$ cat src/core/tdo_pkg.sv
// package of the touch detect output logic: widths, timing figures, strap codes, types.
// assumes a 200 MHz core clock; long counts are overridable as top-level parameters.
package tdo_pkg;

  localparam int SIG_W          = 16;
  localparam int CLK_MHZ        = 200;

  // timing figures as specified, then derived cycle counts
  localparam int T_BURST_IDLE_US = 75000;
  localparam int T_BURST_FAST_US = 18000;
  localparam int T_GAP_NS        = 350000;
  localparam int T_PULSE_US      = 75000;
  localparam int T_MAXON_SHORT_S = 10;
  localparam int T_MAXON_LONG_S  = 60;
  localparam int T_TICK_US       = 1000;

  localparam int CYC_BURST_IDLE  = T_BURST_IDLE_US * CLK_MHZ;
  localparam int CYC_BURST_FAST  = T_BURST_FAST_US * CLK_MHZ;
  localparam int CYC_GAP         = (T_GAP_NS * CLK_MHZ + 999) / 1000;
  localparam int CYC_PULSE       = T_PULSE_US * CLK_MHZ;
  localparam int CYC_TICK        = T_TICK_US * CLK_MHZ;
  localparam int TICKS_MAXON_SHORT = T_MAXON_SHORT_S * 1000000 / T_TICK_US;
  localparam int TICKS_MAXON_LONG  = T_MAXON_LONG_S * 1000000 / T_TICK_US;

  localparam int TMR_W   = 32;
  localparam int TICK_W  = 16;
  localparam int INTEG_W = 3;
  localparam logic [INTEG_W-1:0] INTEG_LIMIT = 3'h4;

  // drift steps per burst, falling signal tracked faster
  localparam logic [SIG_W-1:0] DRIFT_UP_STEP = 16'h0001;
  localparam logic [SIG_W-1:0] DRIFT_DN_STEP = 16'h0008;
  localparam logic [SIG_W-1:0] REF_RESET     = 16'h0000;

  // gain strap codes and the shift that sets delta = signal >> shift
  localparam logic [1:0] GAIN_OPEN = 2'h0;
  localparam logic [1:0] GAIN_MED  = 2'h1;
  localparam logic [1:0] GAIN_LOW  = 2'h2;
  localparam int GAIN_SHIFT_HIGH = 5;
  localparam int GAIN_SHIFT_MED  = 4;
  localparam int GAIN_SHIFT_LOW  = 3;

  typedef enum logic [2:0] {
    MODE_LEVEL  = 3'b001,
    MODE_TOGGLE = 3'b010,
    MODE_PULSE  = 3'b100
  } tdo_mode_t;

  typedef struct packed {
    tdo_mode_t  mode;
    logic       long_to;
    logic [1:0] gain;
  } tdo_cfg_t;

  localparam tdo_cfg_t CFG_RESET = '{mode: MODE_LEVEL, long_to: 1'b0, gain: GAIN_OPEN};

  typedef struct packed {
    logic [SIG_W-1:0] thr;
    logic [SIG_W-1:0] drop;
  } tdo_levels_t;

endpackage : tdo_pkg

$ cat src/core/tdo_core.sv
// detection and output logic of a single-channel touch sensor.
// assumes a front end that measures one burst per request and returns a 16-bit count;
// reset is asserted only at power-up; recalibration follows power-up and a max-duration timeout.
`timescale 1ns/1ps

// Notes on behaviour
// RULE_01: signal, reference and threshold arithmetic is 16 bits wide.
// RULE_02: reference steps toward the raw signal by a limited amount; levels follow it.
// RULE_03: reference tracking is frozen while a detection is in effect.
// RULE_04: falling signals are tracked with a larger step than rising ones.
// RULE_05: threshold is reference plus a delta proportional to the signal, recomputed continuously.
// RULE_06: detection ends when signal drops below reference plus half the delta.
// RULE_07: a detection lasting past the maximum duration forces a full recalibration.
// RULE_08: two straps select level 10s, level 60s, toggle or pulse mode.
// RULE_09: integrator counts detecting bursts, confirms at four, clears on any miss.
// RULE_10: bursts every 75ms when idle, 18ms apart while confirming.
// RULE_11: no recalibration input; only power-up and a max-duration timeout force one.
// RULE_12: straps are read only once, right after power-up.
// RULE_13: level mode output follows detection; timeout makes it inactive until next.
// RULE_14: toggle mode inverts a latched output on each new confirmed detection.
// RULE_15: toggle mode uses 10s and keeps the latched state across a timeout.
// RULE_16: pulse mode emits one 75ms active pulse per new confirmed detection.
// RULE_17: pulse mode uses a fixed 10s maximum duration.
// RULE_18: output goes high impedance for 350us before every burst.
// RULE_19: a build parameter selects active-high or active-low output.
// RULE_20: three gain levels from the gain strap, open means high gain.
// RULE_21: recalibration loads reference from signal, clears integrator, ends detection.
module tdo_core
  import tdo_pkg::*;
#(
  parameter bit          ACTIVE_HIGH       = 1'b0,
  parameter int unsigned BURST_IDLE_CYC    = CYC_BURST_IDLE,
  parameter int unsigned BURST_FAST_CYC    = CYC_BURST_FAST,
  parameter int unsigned GAP_CYC           = CYC_GAP,
  parameter int unsigned PULSE_CYC         = CYC_PULSE,
  parameter int unsigned TICK_CYC          = CYC_TICK,
  parameter int unsigned MAXON_SHORT_TICKS = TICKS_MAXON_SHORT,
  parameter int unsigned MAXON_LONG_TICKS  = TICKS_MAXON_LONG
) (
  input  wire logic             clk_i,
  input  wire logic             rst_n_i,
  input  wire logic             mode_strap_a_i,
  input  wire logic             mode_strap_b_i,
  input  wire logic [1:0]       gain_sel_i,
  input  wire logic             raw_valid_i,
  input  wire logic [SIG_W-1:0] raw_i,
  output logic                  burst_req_o,
  output logic                  out_o,
  output logic                  out_oe_o,
  output logic                  health_gap_pulse_o,
  output logic                  detect_o
);

  // sequencer: strap capture once, then health gap, burst and wait in a loop
  typedef enum logic [3:0] {
    ST_STRAP = 4'b0001,
    ST_WAIT  = 4'b0010,
    ST_GAP   = 4'b0100,
    ST_BURST = 4'b1000
  } tdo_state_t;

  tdo_state_t         st_reg;
  tdo_state_t         st_next;
  tdo_cfg_t           cfg_reg;
  tdo_cfg_t           cfg_next;
  logic [SIG_W-1:0]   ref_reg; // see RULE_01
  logic [SIG_W-1:0]   ref_next;
  logic [INTEG_W-1:0] integ_reg;
  logic [INTEG_W-1:0] integ_next;
  logic               det_reg;
  logic               det_next;
  logic               tog_reg;
  logic               tog_next;
  logic               recal_reg;
  logic               recal_next;
  logic [TICK_W-1:0]  tick_cnt_reg;
  logic [TICK_W-1:0]  tick_cnt_next;
  logic               req_reg;
  logic               req_next;
  logic               out_reg;
  logic               out_next;
  logic               oe_reg;
  logic               oe_next;
  logic               gap_reg;
  logic               gap_next;

  logic               ph_load;
  logic [TMR_W-1:0]   ph_val;
  logic               ph_done;
  logic               pl_load;
  logic               pl_busy;
  logic               tick_load;
  logic               tick_done;
  tdo_levels_t        levels;
  logic [SIG_W-1:0]   diff;
  logic [TICK_W-1:0]  maxon_lim;
  logic               fast;
  logic               active;

  // burst spacing and health gap share one timer: they never overlap
  tdo_down_timer #(.W(TMR_W)) u_phase (
    .clk_i      (clk_i),
    .rst_n_i    (rst_n_i),
    .load_i     (ph_load),
    .load_val_i (ph_val),
    .busy_o     (),
    .done_o     (ph_done)
  );

  // pulse width timer, loaded only on a confirmed detection in pulse mode
  tdo_down_timer #(.W(TMR_W)) u_pulse (
    .clk_i      (clk_i),
    .rst_n_i    (rst_n_i),
    .load_i     (pl_load),
    .load_val_i (TMR_W'(PULSE_CYC)),
    .busy_o     (pl_busy),
    .done_o     ()
  );

  // max-on prescaler: one tick per TICK_CYC cycles of detection
  tdo_down_timer #(.W(TMR_W)) u_tick (
    .clk_i      (clk_i),
    .rst_n_i    (rst_n_i),
    .load_i     (tick_load),
    .load_val_i (TMR_W'(TICK_CYC)),
    .busy_o     (),
    .done_o     (tick_done)
  );

  // levels use the live result, so each compare sees this burst's own delta
  tdo_level_calc u_levels (
    .ref_i    (ref_reg),
    .raw_i    (raw_i),
    .gain_i   (cfg_reg.gain),
    .levels_o (levels)
  ); // see RULE_05, see RULE_20

  // toggle and pulse are always short; only level mode honours the long strap
  assign maxon_lim = (cfg_reg.mode == MODE_LEVEL && cfg_reg.long_to) ?
                     TICK_W'(MAXON_LONG_TICKS) : TICK_W'(MAXON_SHORT_TICKS); // see RULE_15, see RULE_17
  // prescaler only runs while a detection is in effect
  assign tick_load = !det_reg || tick_done;

  always_comb begin
    // strobes default low; state holds unless a branch below moves it
    st_next       = st_reg;
    cfg_next      = cfg_reg;
    ref_next      = ref_reg;
    integ_next    = integ_reg;
    det_next      = det_reg;
    tog_next      = tog_reg;
    recal_next    = recal_reg;
    tick_cnt_next = tick_cnt_reg;
    req_next      = 1'b0;
    ph_load       = 1'b0;
    ph_val        = '0;
    pl_load       = 1'b0;
    diff          = '0;
    fast          = 1'b0;

    unique case (st_reg)
      ST_STRAP: begin
        // straps are caught once after power-up and never again
        unique case ({mode_strap_a_i, mode_strap_b_i})
          2'b11:   cfg_next.mode = MODE_LEVEL;
          2'b10:   cfg_next.mode = MODE_LEVEL;
          2'b00:   cfg_next.mode = MODE_TOGGLE;
          default: cfg_next.mode = MODE_PULSE;
        endcase // see RULE_08, see RULE_12
        cfg_next.long_to = mode_strap_a_i && !mode_strap_b_i; // see RULE_08
        cfg_next.gain    = gain_sel_i; // see RULE_20
        recal_next       = 1'b1; // see RULE_11
        ph_load          = 1'b1;
        ph_val           = TMR_W'(GAP_CYC);
        st_next          = ST_GAP;
      end
      ST_WAIT: begin
        if (ph_done) begin
          ph_load = 1'b1;
          ph_val  = TMR_W'(GAP_CYC);
          st_next = ST_GAP;
        end
      end
      ST_GAP: begin
        if (ph_done) begin
          req_next = 1'b1;
          st_next  = ST_BURST;
        end
      end
      ST_BURST: begin
        req_next = 1'b1;
        if (raw_valid_i) begin
          req_next = 1'b0;
          // first result after power-up or a timeout becomes the new reference
          if (recal_reg) begin
            ref_next   = raw_i; // see RULE_21
            integ_next = '0;
            det_next   = 1'b0;
            recal_next = 1'b0;
            // reference is left alone while a detection is in effect
          end else if (det_reg) begin // see RULE_03
            if (raw_i < levels.drop) begin
              det_next   = 1'b0; // see RULE_06
              integ_next = '0;
            end
          end else if (raw_i > levels.thr) begin
            integ_next = integ_reg + INTEG_W'(1); // see RULE_09
            if (integ_next == INTEG_LIMIT) begin
              det_next   = 1'b1;
              integ_next = '0;
              tog_next   = (cfg_reg.mode == MODE_TOGGLE) ? !tog_reg : tog_reg; // see RULE_14
              pl_load    = (cfg_reg.mode == MODE_PULSE); // see RULE_16
            end
          end else begin
            integ_next = '0; // see RULE_09
            // tracking runs only with no detection and no count pending
            if (integ_reg == '0) begin
              if (raw_i > ref_reg) begin
                diff     = raw_i - ref_reg;
                ref_next = ref_reg + ((diff > DRIFT_UP_STEP) ? DRIFT_UP_STEP : diff); // see RULE_02, see RULE_04
              end else begin
                diff     = ref_reg - raw_i;
                ref_next = ref_reg - ((diff > DRIFT_DN_STEP) ? DRIFT_DN_STEP : diff); // see RULE_02, see RULE_04
              end
            end
          end
          // the next wait is shortened while a confirmation is pending
          fast    = (integ_next != '0) && !det_next; // see RULE_10
          ph_load = 1'b1;
          ph_val  = fast ? TMR_W'(BURST_FAST_CYC - GAP_CYC) : TMR_W'(BURST_IDLE_CYC - GAP_CYC); // see RULE_10
          st_next = ST_WAIT;
        end
      end
    endcase

    // max on-duration: a timeout overrides whatever the burst result said
    // limitation: the count starts at the confirming edge, not at the first hit
    if (!det_reg) begin
      tick_cnt_next = '0;
    end else if (tick_done) begin
      if (tick_cnt_reg + TICK_W'(1) >= maxon_lim) begin
        det_next      = 1'b0; // see RULE_07, see RULE_13
        integ_next    = '0;
        recal_next    = 1'b1; // see RULE_21
        tick_cnt_next = '0;
      end else begin
        tick_cnt_next = tick_cnt_reg + TICK_W'(1);
      end
    end
  end

  // the toggle latch is not touched by a timeout, so its state survives recalibration
  always_comb begin
    unique case (cfg_reg.mode)
      MODE_TOGGLE: active = tog_reg; // see RULE_15
      MODE_PULSE:  active = pl_busy;
      default:     active = det_reg; // see RULE_13
    endcase
    out_next = ACTIVE_HIGH ? active : !active; // see RULE_19
    gap_next = (st_next == ST_GAP); // see RULE_18
    oe_next  = !gap_next; // see RULE_18
  end

  // outputs are registered so the pin never shows a decode glitch
  always_ff @(posedge clk_i) begin
    if (!rst_n_i) begin
      st_reg       <= ST_STRAP;
      cfg_reg      <= CFG_RESET;
      ref_reg      <= REF_RESET;
      integ_reg    <= '0;
      det_reg      <= 1'b0;
      tog_reg      <= 1'b0;
      recal_reg    <= 1'b1;
      tick_cnt_reg <= '0;
      req_reg      <= 1'b0;
      out_reg      <= !ACTIVE_HIGH;
      oe_reg       <= 1'b1;
      gap_reg      <= 1'b0;
    end else begin
      st_reg       <= st_next;
      cfg_reg      <= cfg_next;
      ref_reg      <= ref_next;
      integ_reg    <= integ_next;
      det_reg      <= det_next;
      tog_reg      <= tog_next;
      recal_reg    <= recal_next;
      tick_cnt_reg <= tick_cnt_next;
      req_reg      <= req_next;
      out_reg      <= out_next;
      oe_reg       <= oe_next;
      gap_reg      <= gap_next;
    end
  end

  assign burst_req_o        = req_reg;
  assign out_o              = out_reg;
  assign out_oe_o           = oe_reg;
  assign health_gap_pulse_o = gap_reg;
  assign detect_o           = det_reg;

endmodule : tdo_core

$ cat src/core/tdo_down_timer.sv
// loadable down-counter used for burst spacing, health gap, output pulse and tick prescale.
// assumes load and count share one clock; a load overrides counting.
`timescale 1ns/1ps
module tdo_down_timer
  import tdo_pkg::*;
#(
  parameter int W = TMR_W
) (
  input  wire logic         clk_i,
  input  wire logic         rst_n_i,
  input  wire logic         load_i,
  input  wire logic [W-1:0] load_val_i,
  output logic              busy_o,
  output logic              done_o
);

  logic [W-1:0] count_reg;
  logic [W-1:0] count_next;

  always_comb begin
    count_next = count_reg;
    if (load_i) begin
      count_next = load_val_i;
    end else if (count_reg != '0) begin
      count_next = count_reg - W'(1);
    end
  end

  always_ff @(posedge clk_i) begin
    if (!rst_n_i) begin
      count_reg <= '0;
    end else begin
      count_reg <= count_next;
    end
  end

  assign busy_o = (count_reg != '0);
  // one-cycle mark on the last counted cycle; left ungated by load_i so a user
  // may reload on the mark without closing a combinational loop
  assign done_o = (count_reg == W'(1));

endmodule : tdo_down_timer

$ cat src/core/tdo_level_calc.sv
// threshold and drop-out levels from the reference, the raw signal and the gain strap.
// assumes unsigned 16-bit values; sums saturate rather than wrap.
`timescale 1ns/1ps
module tdo_level_calc
  import tdo_pkg::*;
(
  input  wire logic [SIG_W-1:0] ref_i,
  input  wire logic [SIG_W-1:0] raw_i,
  input  wire logic [1:0]       gain_i,
  output tdo_levels_t           levels_o
);

  logic [SIG_W-1:0] delta;
  logic [SIG_W:0]   thr_sum;
  logic [SIG_W:0]   drop_sum;

  always_comb begin
    unique case (gain_i)
      GAIN_MED: delta = raw_i >> GAIN_SHIFT_MED;
      GAIN_LOW: delta = raw_i >> GAIN_SHIFT_LOW;
      default:  delta = raw_i >> GAIN_SHIFT_HIGH;
    endcase
    // delta scales with the absolute signal, so sensitivity holds as the front end drifts
    thr_sum  = {1'b0, ref_i} + {1'b0, delta};
    drop_sum = {1'b0, ref_i} + {2'b00, delta[SIG_W-1:1]};
    levels_o.thr  = thr_sum[SIG_W] ? '1 : thr_sum[SIG_W-1:0];
    levels_o.drop = drop_sum[SIG_W] ? '1 : drop_sum[SIG_W-1:0];
  end

endmodule : tdo_level_calc

$ cat config.mk
export PLATFORM = sky130hd
export DESIGN_NAME = tdo_core
export DESIGN_NICKNAME = d
export VERILOG_FILES = /design/src/core/tdo_pkg.sv /design/src/core/tdo_core.sv /design/src/core/tdo_down_timer.sv /design/src/core/tdo_level_calc.sv
export SDC_FILE = /design/constraint.sdc
export NUM_CORES = 1
export LEC_CHECK = 0
export BUFFER_PORTS_ARGS = -buffer_cell sky130_fd_sc_hd__buf_2
export CORE_MARGIN = 10
export CORE_UTILIZATION = 55
export CTS_BUF_LIST = sky130_fd_sc_hd__clkbuf_4 sky130_fd_sc_hd__clkbuf_8
export DETAILED_ROUTE_END_ITERATION = 10
export GPL_TIMING_DRIVEN = 0
export MAX_ROUTING_LAYER = met4
export PLACE_DENSITY = 0.71
export RECOVER_POWER = 50
export SYNTH_ARGS = -nofsm -noshare
export SYNTH_HDL_FRONTEND = slang
export SYNTH_SLANG_ARGS = --single-unit
export TNS_END_PERCENT = 100
$ cat constraint.sdc
create_clock -name clk_i -period 7.29 [get_ports clk_i]
set_clock_uncertainty 0.05 [all_clocks]
set_input_delay 1.0935 -clock clk_i [delete_from_list [all_inputs] [get_ports clk_i]]
set_output_delay 1.0935 -clock clk_i [all_outputs]
set_load 0.01 [all_outputs]
==> results_dict.tcl, run 1 <==
set metrics [dict create \
    cts_buffer_depth 2 \
    fin_nets 1712 \
    synth-seq-area-share_pct 25.0 \
    clock_sinks 148 \
    dp.cells 1816 \
    initial_core_util_pct 56.1 \
    min_path_type "reg -> reg" \
    rsz0062_at_grt "false" \
    synth_area_um2 11900 \
    cpMaxStageDelayCell "clkbuf_1" \
    pre_cts_ws_ns -0.285 \
    drtIter0Drc 738 \
    clockRootBuffer "clkbuf_8" \
    worst-path-buf-inv 4 \
    dr_total_vias 11077 \
    core_area_um2 21200 \
    tightest_slew_ns 1.05 \
    die_area_um2 27900 \
    path_class "reg -> reg" \
    fillCellCount 1987 \
    multiInputGateArea_um2 8390 \
    cts_tree "yes" \
    final_max_slew_viol_count 0 \
    gp_congestion 0.999 \
    avgViaCountPerCell 6.00 \
    io_pins 28 \
    path_clk_slew_ns 0.09 \
    yosys_warnings 0 \
    fin_crit_sh_pct 90.2 \
    area_delta_synth_final_pct 6.76 \
    cts_max_level 4 \
    cp.arrival_ns 6.89 \
    netlist_instances 1515 \
    post_drt_wl_per_cell_um 17.4 \
    power_density_nw_per_um2 210 \
    synth-seq-cells 148 \
    fin_util_pct 59.9 \
    path_delay_family "compound AO/OA/AOI/OAI gates" \
    startpoint_type "flop" \
    track_usage_pct 23.0 \
    post-route-min-period_ns 6.57 \
    setup_viol 0 \
    port_buffers 26 \
    fmax_mhz 152 \
    overflow 0 \
    ys_top_cells_by_area "dfxtp_1 25%, ha_1 13%, nor2_1 6.4%, xnor2_1 6.3%, a21oi_1 4.6%" \
    drive_above_1_share_pct 5.98 \
    synth_cell_types 88 \
    mostFrequentLayoutCell "nor2_1" \
    max_cap_viol_count 0 \
    mostFrequentLayoutCells "203 x nor2_1, 148 x dfxtp_1, 124 x ha_1" \
    ys.flop_type "dfxtp_1" \
    diodes 0 \
    max-slew-margin-rel_pct 29.6 \
    syn_nets 1667 \
    p_leak_nw 5.31 \
    synth_top_cell_by_area "dfxtp_1" \
    hold_ws_ns 0.430 \
    worst_slack_ns 0.716 \
    cts_buffers 17 \
    wl_um 32200 \
    ir_drop_v 0.000167 \
    drc 0 \
    grt_pass1_wl_um 52900 \
    yosys.area.top_type_share_pct 25.0 \
    status "finished, final reports clean" \
    synth_area_per_cell_um2 7.84 \
    hpwlAfterDp_um 24200 \
    cp_max_fo 10 \
    async_reset_ff_share_pct 0 \
    first_global_vias 10688 \
    clkLatencyLatePin_ns 0.47 \
    max_stage_delay_ns 0.43 \
    dieWidth_um 167 \
    ctsHoldBuffers 0 \
    ant_nets 0 \
    final_cell_count_no_fill 1847 \
    grt_antenna_before_repair 0 \
    final_hold_viol_count 0 \
    die_y_um 167 \
    synth_edf_count 0 \
    first_pass_iters 5 \
    post_cts_buffers 0 \
    ff_latch_area_um2 2960 \
    core.rowCount 53 \
    grt_start_max_net_pins 17 \
    crit_required_ns 7.61 \
    end_kind "flop" \
]
[logic make-up after synthesis]
group | after synthesis | synth area share, %
fa+ha+maj | 129 | 13.9
other cells | 1 | 0.0316
simple gates | 602 | 25.8
compound gates | 365 | 20.1
mux | 16 | 1.36
xor+xnor | 129 | 9.63
flops | 148 | 25.0
buf+inv | 125 | 4.16
[through the flow]
stage / total power, mW / cell area, µm² / setup TNS, ns
CTS: 2.70 / 12700 / 0
finish: 2.66 / 12700 / 0
detailed placement: 2.09 / 12300 / -6.66
global placement: 2.07 / 12300 / -10.54
floorplan: 1.88 / 11900 / 0
global route: 2.86 / 12700 / 0
[cells in the mapped netlist (5+ instances only)]
cell type and instances:
dfxtp_1 148, xnor2_1 86, or2_2 6, a22o_1 10, or3_1 12, nand3b_1 9, nand4_1 15, nor3_1 50
inv_1 76, a21o_1 18, nand2b_1 28, a311oi_1 7, nor4_1 27, o31a_1 6, o41ai_1 6, nand2_1 113
buf_2 8, o21a_1 19, fa_1 5, nor2b_1 20, a221oi_1 9, or4_1 10, clkbuf_1 36, and4_1 6
nand3_1 46, and2_1 12, a21oi_1 109, xor2_1 42, o21bai_1 5, o2111ai_1 5, o211ai_1 6, a22oi_1 6
a211oi_1 18, a31oi_1 17, o31ai_1 7, a211o_1 6, o21ai_0 72, nor3b_1 10, ha_1 124, nor2_1 203
mux2i_1 15, and3_1 6, nand4b_1 5
[layer usage]
| layer | vias up | GRT usage, % | part of all wire (%) |
|---|---|---|---|
| li1 | 5530 | - | - |
| met1 | 5217 | 29.0 | 46 |
| met2 | 267 | 37.2 | 46 |
| met3 | 63 | 2.71 | 4.9 |
| met4 | 0 | 8.29 | 2.9 |
| met5 | - | - | 0 |
[where the power goes]
group          internal, mW  switching [mW]  total [mW]
combinational         0.445           0.584        1.03
sequential            0.920           0.111        1.03
clock                 0.245           0.357       0.601
[layout make-up]
type,instances,area share (%)
Timing Repair Buffer,26,0.977
Tap cell,275,2.71
Buffer,48,1.64
Inverter,77,2.28
Clock inverter,14,0.938
Sequential cell,148,23.4
Multi-Input combinational cell,1242,66.2
Clock buffer,17,1.85
[final timing paths]
| check | start | to | slack (ns) | cells after the start |
|---|---|---|---|---|
| max | cfg_reg[1] | ref_reg[1] | 0.72 | 27 |
| min | u_pulse.count_reg[23] | u_pulse.count_reg[23] | 0.43 | 2 |
| max reg2reg | cfg_reg[1] | ref_reg[1] | 0.72 | 27 |
| min reg2reg | u_pulse.count_reg[23] | u_pulse.count_reg[23] | 0.43 | 2 |
[worst register-to-register path, cell delays in order, from the launching register on]
cell and delay [ns]:
dfxtp_1 0.41, ha_1 0.28, clkbuf_1 0.37, a221oi_1 0.18, a21oi_1 0.18, ha_1 0.19, inv_1 0.06, fa_1 0.41
nor2b_1 0.12, o21ai_0 0.12, a21boi_0 0.25, o21ai_0 0.15, a21oi_1 0.29, a2111o_1 0.23, a31oi_1 0.19, nor4_4 0.29
clkbuf_2 0.31, nor2_1 0.08, ha_1 0.29, nand4_1 0.18, nor4_2 0.41, nand2_1 0.09, nand2_1 0.19, nand4_1 0.14
a21oi_1 0.25, clkbuf_1 0.43, nor2_1 0.08, a211oi_1 0.26
[repair_timing]
item | CTS | global route
setup endpoints to repair | 1 | 58
endpoints found under the hold margin | 0 | 0
gates resized for setup | 1 | 13
Note: power is estimated with default switching activity, not from simulation.
==> inputs of run 2 (changes only) <==
--- a/config.mk
+++ b/config.mk
@@ -6,9 +6,7 @@
 export NUM_CORES = 1
 export LEC_CHECK = 0
 export BUFFER_PORTS_ARGS = -buffer_cell sky130_fd_sc_hd__buf_2
-export CORE_MARGIN = 10
 export CORE_UTILIZATION = 55
-export CTS_BUF_LIST = sky130_fd_sc_hd__clkbuf_4 sky130_fd_sc_hd__clkbuf_8
 export DETAILED_ROUTE_END_ITERATION = 10
 export GPL_TIMING_DRIVEN = 0
 export MAX_ROUTING_LAYER = met4
==> results_dict.tcl, run 2 (synthesis gave the netlist of run 1 again) <==
set metrics [dict create \
    worstReg2RegStart "cfg_reg[0]" \
    status "finished, final reports clean" \
    cpMaxStageDelayCell "nor4_2" \
    cp_max_fo 10 \
    cts_tree "yes" \
    area_delta_synth_final_pct 8.91 \
    path_class "reg -> reg" \
    r2r-end "u_phase.count_reg[18]" \
    gp_congestion 0.957 \
    hold_start "u_tick.count_reg[3]" \
    dieWidth_um 149 \
    cts_buffer_depth 2 \
    io_pins 28 \
    fin_nets 1712 \
    hold_end "u_tick.count_reg[3]" \
    max_cap_viol_count 0 \
    avgViaCountPerCell 6.01 \
    multiInputGateArea_um2 8390 \
    first_pass_iters 6 \
    post_cts_buffers 0 \
    initial_core_util_pct 56.3 \
    final_cell_count_no_fill 1848 \
    drc 0 \
    final_max_slew_viol_count 0 \
    final_hold_viol_count 0 \
    rsz0062_at_grt "false" \
    fin_util_pct 61.3 \
    port_buffers 26 \
    crit_required_ns 7.59 \
    diodes 0 \
    grt_antenna_before_repair 0 \
    min_path_type "reg -> reg" \
    core_area_um2 21100 \
    mostFrequentLayoutCells "203 x nor2_1, 148 x dfxtp_1, 124 x ha_1" \
    dp.cells 1816 \
    worst-r2r-setup-slack_ns 0.62 \
    fin_crit_sh_pct 91.5 \
    power_density_nw_per_um2 228 \
    clkLatencyLatePin_ns 0.44 \
    die_y_um 149 \
    max_stage_delay_ns 0.42 \
    path_clk_slew_ns 0.07 \
    fmax_mhz 150 \
    mostFrequentLayoutCell "nor2_1" \
    clock_sinks 148 \
    track_usage_pct 30.5 \
    holdPathStages 2 \
    core.rowCount 53 \
    end_kind "flop" \
    ant_nets 0 \
    hpwlAfterDp_um 24100 \
    first_global_vias 10376 \
    die_area_um2 22200 \
    total_power_mw 2.95 \
    path_common_cell "o21ai_0" \
    drive_above_1_share_pct 5.98 \
    wl_um 32000 \
    ff_latch_area_um2 2960 \
    cts_buffers 17 \
    p_leak_nw 5.42 \
    ir_drop_v 0.000210 \
    tightest_slew_ns 0.983 \
    clockRootBuffer "clkbuf_16" \
    post-route-min-period_ns 6.67 \
    post_drt_wl_per_cell_um 17.3 \
    rr_worst_depth 28 \
    dr_total_vias 11098 \
    pre_cts_ws_ns -0.308 \
    grt_pass1_wl_um 52000 \
    cp.arrival_ns 6.97 \
    startpoint_type "flop" \
    fillCellCount 1996 \
    grt_start_max_net_pins 19 \
    drtIter0Drc 647 \
    setup_viol 0 \
    worst_slack_ns 0.621 \
    cts_max_level 4 \
    overflow 0 \
    max-slew-margin-rel_pct 33.9 \
]
run 2: metal layers:
metal	routed length (µm)	GRT usage [%]	vias up
met3	1790	4.62	77
met4	1030	12.2	0
li1	-	-	5528
met2	14700	48.9	290
met5	0	-	-
met1	14500	38.5	5203
run 2: report_power, final:
group | switching [mW] | leakage [nW] | internal, mW
registers | 0.109 | 1.20 | 0.920
logic | 0.586 | 3.93 | 0.444
clock network | 0.427 | 0.289 | 0.464
total | 1.12 | 5.42 | 1.83
run 2: final cells by class:
cell class	count	share of cell area, %
multi-input combinational	1242	64.9
sequential	148	22.9
clock buffer	17	3.29
tap	275	2.66
inverter	77	2.24
buffer	48	1.60
clock inverter	15	1.42
timing repair buffer	26	0.958
run 2: worst max path at each step:
stage	slack (ns)	from	end
2_1_floorplan	1.52	raw_i[0]	ref_reg[14]
3_3_place_gp	-0.27	raw_i[4]	u_phase.count_reg[18]
3_5_place_dp	-0.31	raw_i[4]	u_phase.count_reg[10]
4_1_cts	0.17	cfg_reg[0]	u_phase.count_reg[18]
5_1_grt	0.02	cfg_reg[0]	ref_reg[13]
6_report	0.62	cfg_reg[0]	u_phase.count_reg[18]
run 2: worst max-delay path: cells and delay by family, from the launching register on:
| kind | cells | cell delay [ns] |
|---|---|---|
| flops | 1 | 0.41 |
| fa+ha+maj | 4 | 1.24 |
| compound gates | 12 | 2.36 |
| simple gates | 8 | 1.72 |
| buf+inv | 4 | 0.79 |
run 2: timing repair:
action / 4_1_cts / 5_1_grt
endpoints found under the hold margin: 0 / 0
resized for setup: 1 / 11
pin swaps: 0 / 0
hold buffers: 0 / 0
endpoints found under the setup margin: 4 / 61
run 2: per-stage QoR:
stage          hold slack [ns]  setup TNS (ns)  instance area [µm²]
6_report                 0.441               0                12900
5_1_grt                  0.467               0                12900
4_1_cts                  0.445               0                13000
3_5_place_dp             0.415           -7.72                12300
3_3_place_gp             0.415           -5.45                12300
2_1_floorplan            0.392               0                11900
